### src/design/utp_consts.vh
// utopia level 2 atm-layer cell port: shared constants
// assumes inclusion by bare name from the design modules
`ifndef UTP_CONSTS_VH
`define UTP_CONSTS_VH
`define UTP_CELL_LEN 6'd53
`define UTP_CELL_LAST 6'd52
`define UTP_CNT_W 6
`define UTP_ADDR_W 5
`define UTP_BYTE_W 8
`define UTP_ADDR_NULL 5'h1f
`endif

### src/design/utp_cell_port.v
// utopia level 2 atm-layer cell port: transmit and receive cell engines
// assumes link clocks far slower than clk; link-side outputs change only at sampled link edges or when drive changes
`timescale 1ns/10ps
`include "utp_consts.vh"
module utp_cell_port (
    input wire clk,
    input wire sys_rst,
    input wire power_on_reset_in_n,
    input wire port_configured,
    input wire multi_phy,
    input wire [4:0] phy_count,
    // transmit link
    input wire tx_cell_clk,
    output reg tx_enable_out_n,
    output wire tx_enable_out_oe,
    output reg tx_cell_start,
    output wire tx_cell_start_oe,
    output reg [7:0] tx_cell_byte,
    output wire tx_cell_byte_oe,
    output reg [4:0] tx_phy_select_addr,
    input wire tx_cell_space_in,
    // transmit user side
    input wire [7:0] tx_user_byte,
    input wire tx_user_valid,
    output wire tx_user_ready,
    output reg [4:0] tx_user_phy,
    // receive link
    input wire rx_cell_clk,
    input wire rx_cell_avail_in,
    input wire rx_cell_start,
    input wire [7:0] rx_cell_byte,
    output reg [4:0] rx_phy_select_addr,
    output reg rx_enable_out_n,
    output wire rx_enable_out_oe,
    // receive user side
    output reg [7:0] rx_user_byte,
    output reg rx_user_valid,
    output reg rx_user_first,
    output reg [4:0] rx_user_phy
);
    localparam ST_POLL = 4'b0001;
    localparam ST_SEL = 4'b0010;
    localparam ST_XFER = 4'b0100;
    localparam ST_WAIT = 4'b1000;

    function [4:0] next_addr;
        input [4:0] cur;
        input [4:0] cnt;
        begin
            if (cur >= cnt) begin
                next_addr = 5'h00;
            end else begin
                next_addr = cur + 5'h01;
            end
        end
    endfunction

    ////////////////////////////////////////////////////////////////////////
    // synchronisers, edges and output enables
    wire [1:0] clk_s;
    wire tx_edge;
    wire rx_edge;
    wire [10:0] rx_s;
    wire tx_space_s;
    wire por_s;
    reg drive;
    utp_sync #(.W(2)) u_clk_sync (
        .clk(clk), .sys_rst(sys_rst),
        .d({rx_cell_clk, tx_cell_clk}), .q(clk_s)
    );
    // data pins sampled beside the clocks; they are stable for a whole link period
    utp_sync #(.W(12)) u_pin_sync (
        .clk(clk), .sys_rst(sys_rst),
        .d({tx_cell_space_in, rx_cell_avail_in, rx_cell_start, rx_cell_byte, power_on_reset_in_n}),
        .q({tx_space_s, rx_s[10:0]})
    );
    assign por_s = rx_s[0];
    utp_edge u_tx_edge (.clk(clk), .sys_rst(sys_rst), .lvl(clk_s[0]), .rise(tx_edge));
    utp_edge u_rx_edge (.clk(clk), .sys_rst(sys_rst), .lvl(clk_s[1]), .rise(rx_edge));

    always @(posedge clk) begin
        if (sys_rst) begin
            drive <= 1'b0;
        end else begin
            drive <= port_configured & por_s;
        end
    end
    assign tx_enable_out_oe = drive;
    assign tx_cell_start_oe = drive;
    assign tx_cell_byte_oe = drive;
    assign rx_enable_out_oe = drive;

    ////////////////////////////////////////////////////////////////////////
    // transmit engine
    reg [3:0] tx_st;
    reg [5:0] tx_cnt;
    reg [4:0] tx_poll;
    reg tx_poll_live;
    // a byte is taken from the user only at a link edge inside a cell
    assign tx_user_ready = drive & tx_edge & (tx_st == ST_XFER);

    always @(posedge clk) begin
        if (sys_rst) begin
            tx_st <= ST_POLL;
            tx_cnt <= 6'h00;
            tx_poll <= 5'h00;
            tx_poll_live <= 1'b0;
            tx_enable_out_n <= 1'b1;
            tx_cell_start <= 1'b0;
            tx_cell_byte <= 8'h00;
            tx_phy_select_addr <= `UTP_ADDR_NULL;
            tx_user_phy <= 5'h00;
        end else if (!drive) begin
            tx_st <= ST_POLL;
            tx_enable_out_n <= 1'b1;
            tx_cell_start <= 1'b0;
            tx_poll_live <= 1'b0;
        end else if (tx_edge) begin
            case (tx_st)
                ST_POLL: begin
                    tx_cell_start <= 1'b0;
                    if (!multi_phy) begin
                        // single phy: wait for space and a user byte
                        if (tx_space_s && tx_user_valid) begin
                            tx_st <= ST_XFER;
                        end
                    end else begin
                        // poll answer for the address shown one link clock earlier
                        if (tx_poll_live && tx_space_s && tx_user_valid) begin
                            tx_phy_select_addr <= tx_phy_select_addr;
                            tx_user_phy <= tx_poll;
                            tx_st <= ST_SEL;
                        end else begin
                            tx_poll <= next_addr(tx_poll, phy_count);
                            tx_phy_select_addr <= next_addr(tx_poll, phy_count);
                            tx_poll_live <= 1'b1;
                        end
                    end
                end
                ST_SEL: begin
                    // address held with enable high for this clock
                    tx_enable_out_n <= 1'b1;
                    tx_st <= ST_XFER;
                end
                ST_XFER: begin
                    tx_enable_out_n <= 1'b0;
                    tx_cell_byte <= tx_user_byte;
                    tx_cell_start <= (tx_cnt == 6'h00);
                    if (tx_cnt == `UTP_CELL_LAST) begin
                        tx_cnt <= 6'h00;
                        tx_st <= ST_WAIT;
                    end else begin
                        tx_cnt <= tx_cnt + 6'h01;
                    end
                end
                ST_WAIT: begin
                    tx_enable_out_n <= 1'b1;
                    tx_cell_start <= 1'b0;
                    tx_poll_live <= 1'b0;
                    tx_st <= ST_POLL;
                end
                default: begin
                    tx_st <= ST_POLL;
                end
            endcase
        end
    end

    ////////////////////////////////////////////////////////////////////////
    // receive engine
    reg [3:0] rx_st;
    reg [5:0] rx_cnt;
    reg [4:0] rx_poll;
    reg rx_poll_live;
    wire rx_avail_s = rx_s[10];
    wire rx_start_s = rx_s[9];
    wire [7:0] rx_byte_s = rx_s[8:1];

    always @(posedge clk) begin
        if (sys_rst) begin
            rx_st <= ST_POLL;
            rx_cnt <= 6'h00;
            rx_poll <= 5'h00;
            rx_poll_live <= 1'b0;
            rx_enable_out_n <= 1'b1;
            rx_phy_select_addr <= `UTP_ADDR_NULL;
            rx_user_byte <= 8'h00;
            rx_user_valid <= 1'b0;
            rx_user_first <= 1'b0;
            rx_user_phy <= 5'h00;
        end else begin
            rx_user_valid <= 1'b0;
            if (!drive) begin
                rx_st <= ST_POLL;
                rx_enable_out_n <= 1'b1;
                rx_poll_live <= 1'b0;
            end else if (rx_edge) begin
                // enable was low through the past link clock, so the phy drove this edge
                if (!rx_enable_out_n && (rx_cnt != 6'h00 || rx_start_s)) begin
                    rx_user_byte <= rx_byte_s;
                    rx_user_valid <= 1'b1;
                    rx_user_first <= rx_start_s;
                    rx_cnt <= (rx_cnt == `UTP_CELL_LAST) ? 6'h00 : rx_cnt + 6'h01;
                end
                case (rx_st)
                    ST_POLL: begin
                        if (!multi_phy) begin
                            if (rx_avail_s) begin
                                rx_enable_out_n <= 1'b0;
                                rx_st <= ST_XFER;
                            end
                        end else if (rx_poll_live && rx_avail_s) begin
                            rx_user_phy <= rx_poll;
                            rx_st <= ST_SEL;
                        end else begin
                            rx_poll <= next_addr(rx_poll, phy_count);
                            rx_phy_select_addr <= next_addr(rx_poll, phy_count);
                            rx_poll_live <= 1'b1;
                        end
                    end
                    ST_SEL: begin
                        rx_enable_out_n <= 1'b0;
                        rx_st <= ST_XFER;
                    end
                    ST_XFER: begin
                        if (!rx_enable_out_n && rx_cnt == `UTP_CELL_LAST) begin
                            rx_enable_out_n <= 1'b1;
                            rx_st <= ST_WAIT;
                        end
                    end
                    ST_WAIT: begin
                        rx_poll_live <= 1'b0;
                        rx_st <= ST_POLL;
                    end
                    default: begin
                        rx_st <= ST_POLL;
                    end
                endcase
            end
        end
    end
endmodule // utp_cell_port

### src/design/utp_edge.v
// rising-edge finder on an already synchronised link clock
// assumes clk runs at least four times faster than the link clock
`timescale 1ns/10ps
module utp_edge (
    input wire clk,
    input wire sys_rst,
    input wire lvl,
    output wire rise
);
    reg last;
    always @(posedge clk) begin
        if (sys_rst) begin
            last <= 1'b0;
        end else begin
            last <= lvl;
        end
    end
    assign rise = lvl & ~last;
endmodule // utp_edge

### src/design/utp_sync.v
// two-flop synchroniser for a bus of levels coming from outside clk
// assumes the input holds stable between link-clock edges
`timescale 1ns/10ps
module utp_sync #(
    parameter W = 1
) (
    input wire clk,
    input wire sys_rst,
    input wire [W-1:0] d,
    output reg [W-1:0] q
);
    reg [W-1:0] meta;
    always @(posedge clk) begin
        if (sys_rst) begin
            meta <= {W{1'b0}};
            q <= {W{1'b0}};
        end else begin
            meta <= d;
            q <= meta;
        end
    end
endmodule // utp_sync

### config.mk
export PLATFORM = sky130hd
export DESIGN_NAME = utp_cell_port
export DESIGN_NICKNAME = d
export VERILOG_FILES = /design/src/design/utp_cell_port.v /design/src/design/utp_edge.v /design/src/design/utp_sync.v
export VERILOG_INCLUDE_DIRS = /design/src /design/src/design
export SDC_FILE = /design/constraint.sdc
export NUM_CORES = 1
export LEC_CHECK = 0
export BUFFER_PORTS_ARGS = -buffer_cell sky130_fd_sc_hd__buf_4
export CORE_MARGIN = 4
export CORE_UTILIZATION = 45
export CTS_CLUSTER_DIAMETER = 200
export CTS_CLUSTER_SIZE = 12
export DETAILED_ROUTE_END_ITERATION = 10
export PLACE_DENSITY = 0.65
export SYNTH_ARGS = -nofsm -noshare
export SYNTH_HDL_FRONTEND = slang
export SYNTH_SLANG_ARGS = --single-unit
### constraint.sdc
create_clock -name clk -period 3.3 [get_ports clk]
set_clock_uncertainty 0.15 [all_clocks]
set_input_delay 0.33 -clock clk [delete_from_list [all_inputs] [get_ports clk]]
set_output_delay 0.33 -clock clk [all_outputs]
set_load 0.005 [all_outputs]
==> flow_summary.ini <==
[detailed_routing]
antenna_left = 0
wl_per_cell_um = 13.2
vias_per_cell = 5.07
drt_iter0_markers = 115
num_vias = 3379
drc = 0
totalWireLength_mm = 8.83
dr.pass1.iters = 4

[pwr]
p_switching_mw = 0.485
p_int_mw = 1.68
clockPowerShare_pct = 36.3
p_seq_share_pct = 59.2
powerDensity_nw_per_um2 = 413
p_comb_share_pct = 4.5
p_sw_share_pct = 22.4
ir_worst_vdd_mv = 0.368
power_mw = 2.16
leakage_nw = 2.02

[critical_path]
critPathMaxStageDelay_ns = 0.52
r2r-start = tx_st[1]
path_delay_family = buffers and inverters
crit_buf_inv = 3
worstPathArrival_ns = 2.27
crit_chain = nor4b_1, buf_4, nand3_1, inv_1, buf_4
start_kind = register
worstSetupPathType = reg -> out
required_ns = 2.82
reg2reg_depth = 4
r2r_setup_slack_ns = 0.78
path_common_cell = buf_4
crit_slowest_cell = dfxtp_1
startpoint = tx_st[2]
worstSetupEndpointType = output port
r2r-end = tx_poll[2]
crit_fanout = 13

[floorplanning]
die-area_um2 = 11500
start_util_pct = 47.0
die_w_um = 107
core-area_um2 = 9420
dieHeight_um = 107
num_io_pins = 78
std_cell_rows = 35

[global_routing]
grt_antenna_before_repair = 0
grt_use_total_pct = 15.8
grt_max_degree = 68
overflow = 0
grt_pass1_vias = 3190
grt_pass1_wl_mm = 14.8

[hold_path]
hp-start = rx_cell_byte[6]
holdPathStages = 2
min_to = u_pin_sync.meta[7]
hp-class = in -> reg

[clock_tree]
cts_buffer_depth = 2
clk_pin_slew_worst_paths_ns = 0.10
cts_sinks = 104
cts_hold_buffers = 0
cts-root-buf = clkbuf_8
numCtsBuffers = 9
cts_tree = done
htreeDepth = 3
cts_resized = 0
postCtsSetupBuffers = 0
clk-insertion-delay-late_ns = 0.36

[timing]
final-setup-viol-count = 0
fmaxAchievable_mhz = 364
fin_crit_ns = 2.75
maxSlewHeadroom_pct = 39.8
rsz0062_at_grt = no
timing.final.crit_share_pct = 83.2
finalHoldViolations = 0
tightest_slew_ns = 0.891
holdWs_ns = 0.0238
tns_ns = 0
drv_slew = 0

[yosys]
synth_top_area_share_pct = 47.1
netlist_top_cells_area = dfxtp_1, nor2b_1, mux2i_1
syn_area_um2 = 4420
ys_seq_area_share_pct = 47.1
netlist_instances = 472
synth_seq_cells = 104
ys_types = 50
synth-warning-count = 0
mappedNetlistNets = 520
synth_area_per_cell_um2 = 9.37
synth_top_area_cell = dfxtp_1

[finish]
fillCellCount = 874
regArea_um2 = 2080
multi_input_area_um2 = 2140
synthToLayoutAreaGrowth_pct = 18.5
drive_above_1_share_pct = 19.3
diodes = 0
final_nets = 581

[flow_run]
drv_cap = 0

[placed_design]
place.gp.congestion = 0.831
portBuffers = 77
dp_hpwl_mm = 6.43

[run_status]
status = finished, final reports clean
cells in the final DEF, fill, tap and decap left out, drive strengths merged, types with 8 or more instances in the layout:
master  instances
dfxtp         104
buf            82
nor2           37
nor2b          36
nand2          32
a21oi          31
mux2i          22
o21ai          19
ha             16
inv            15
o31ai          14
clkbuf         11
nand3          10
xor2           10
nand2b          9
xnor2           9
nand3b          8
worst max-delay path by stage:
stage                                to  depth (start not counted)  slack [ns]
after floorplan              tx_poll[2]                          5        0.99
after global placement       tx_poll[2]                          4        0.85
after detailed placement     tx_poll[2]                          4        0.79
after CTS                 tx_user_ready                          5        0.53
after global routing      tx_user_ready                          5        0.35
final                     tx_user_ready                          5        0.55
per-layer routing:
metal / track usage, % / part of all wire [%] / wire (µm) / up-vias
li1: - / - / - / 1766
met1: 19.7 / 46 / 4070 / 1525
met2: 26.1 / 46 / 4080 / 79
met3: 5.00 / 6.5 / 573 / 9
met4: 4.66 / 1.2 / 109 / 0
met5: 0 / 0 / 0 / -
cells in the mapped netlist (all sizes together):
library cell	count
a21boi	1
mux2i	22
nor4bb	1
or4	3
inv	13
nor4b	5
nor4	5
nand2	32
a21oi	31
ha	16
o31ai	14
nand2b	9
nor2b	36
or4b	6
o21ai	19
clkbuf	16
xnor2	9
and4b	1
nand4b	1
nand3	10
nor3b	5
nor3	3
dfxtp	104
nor2	37
o21a	2
a21o	3
buf	16
o2111ai	2
o311ai	2
and3	3
a31oi	3
o21bai	1
a311oi	1
xor2	10
o211ai	4
o22ai	1
nand3b	8
a31o	1
a211oi	2
a22oi	1
or3	3
nand4	7
and2	3
cells by family (layout without fill, tap and decap cells):
| group | after synthesis | in the layout | share of synthesized area, % |
|---|---|---|---|
| multiplexers | 22 | 22 | 4.98 |
| AND/OR/NAND/NOR | 178 | 178 | 22.8 |
| adder cells (fa/ha/maj) | 16 | 16 | 4.53 |
| buffers and inverters | 45 | 111 | 4.55 |
| AO/OA/AOI/OAI | 88 | 88 | 12.3 |
| flip-flops | 104 | 104 | 47.1 |
| XOR/XNOR | 19 | 19 | 3.76 |
power by group through the flow:
stage | Clock (mW) | Combinational (mW) | Sequential [mW]
after detailed placement | 0 | 0.0982 | 1.31
after global placement | 0 | 0.0956 | 1.31
after floorplan | 0 | 0.0593 | 1.31
after CTS | 0.815 | 0.0986 | 1.28
final | 0.785 | 0.0969 | 1.28
after global routing | 0.869 | 0.109 | 1.29
registers in the layout (all words and copies together) (netlist names), 2 cells and up:
| register | cells |
|---|---|
| rx_cnt | 6 |
| rx_phy_select_addr | 5 |
| rx_poll | 5 |
| rx_st | 4 |
| rx_user_byte | 8 |
| rx_user_phy | 5 |
| tx_cell_byte | 8 |
| tx_cnt | 6 |
| tx_phy_select_addr | 5 |
| tx_poll | 5 |
| tx_st | 4 |
| tx_user_phy | 5 |
| u_clk_sync.meta | 2 |
| u_clk_sync.q | 2 |
| u_pin_sync.meta | 12 |
| u_pin_sync.q | 12 |
metrics by stage:
stage | area [µm²] | worst slack, ns | utilization [%] | instances
5_1_grt | 5240 | 0.352 | 55.7 | 667
3_5_place_dp | 5050 | 0.790 | 53.6 | 651
6_report | 5240 | 0.553 | 55.7 | 667
3_3_place_gp | 5050 | 0.852 | 53.6 | 651
4_1_cts | 5240 | 0.531 | 55.7 | 667
2_1_floorplan | 4420 | 0.990 | - | 472
cell type report:
class | count | area share [%]
inverter | 13 | 0.931
tap | 129 | 3.08
sequential | 104 | 39.7
clock buffer | 11 | 2.51
clock inverter | 5 | 1.19
timing repair buffer | 82 | 11.7
multi-input combinational | 323 | 40.8
(Power assumes the default switching activity.)
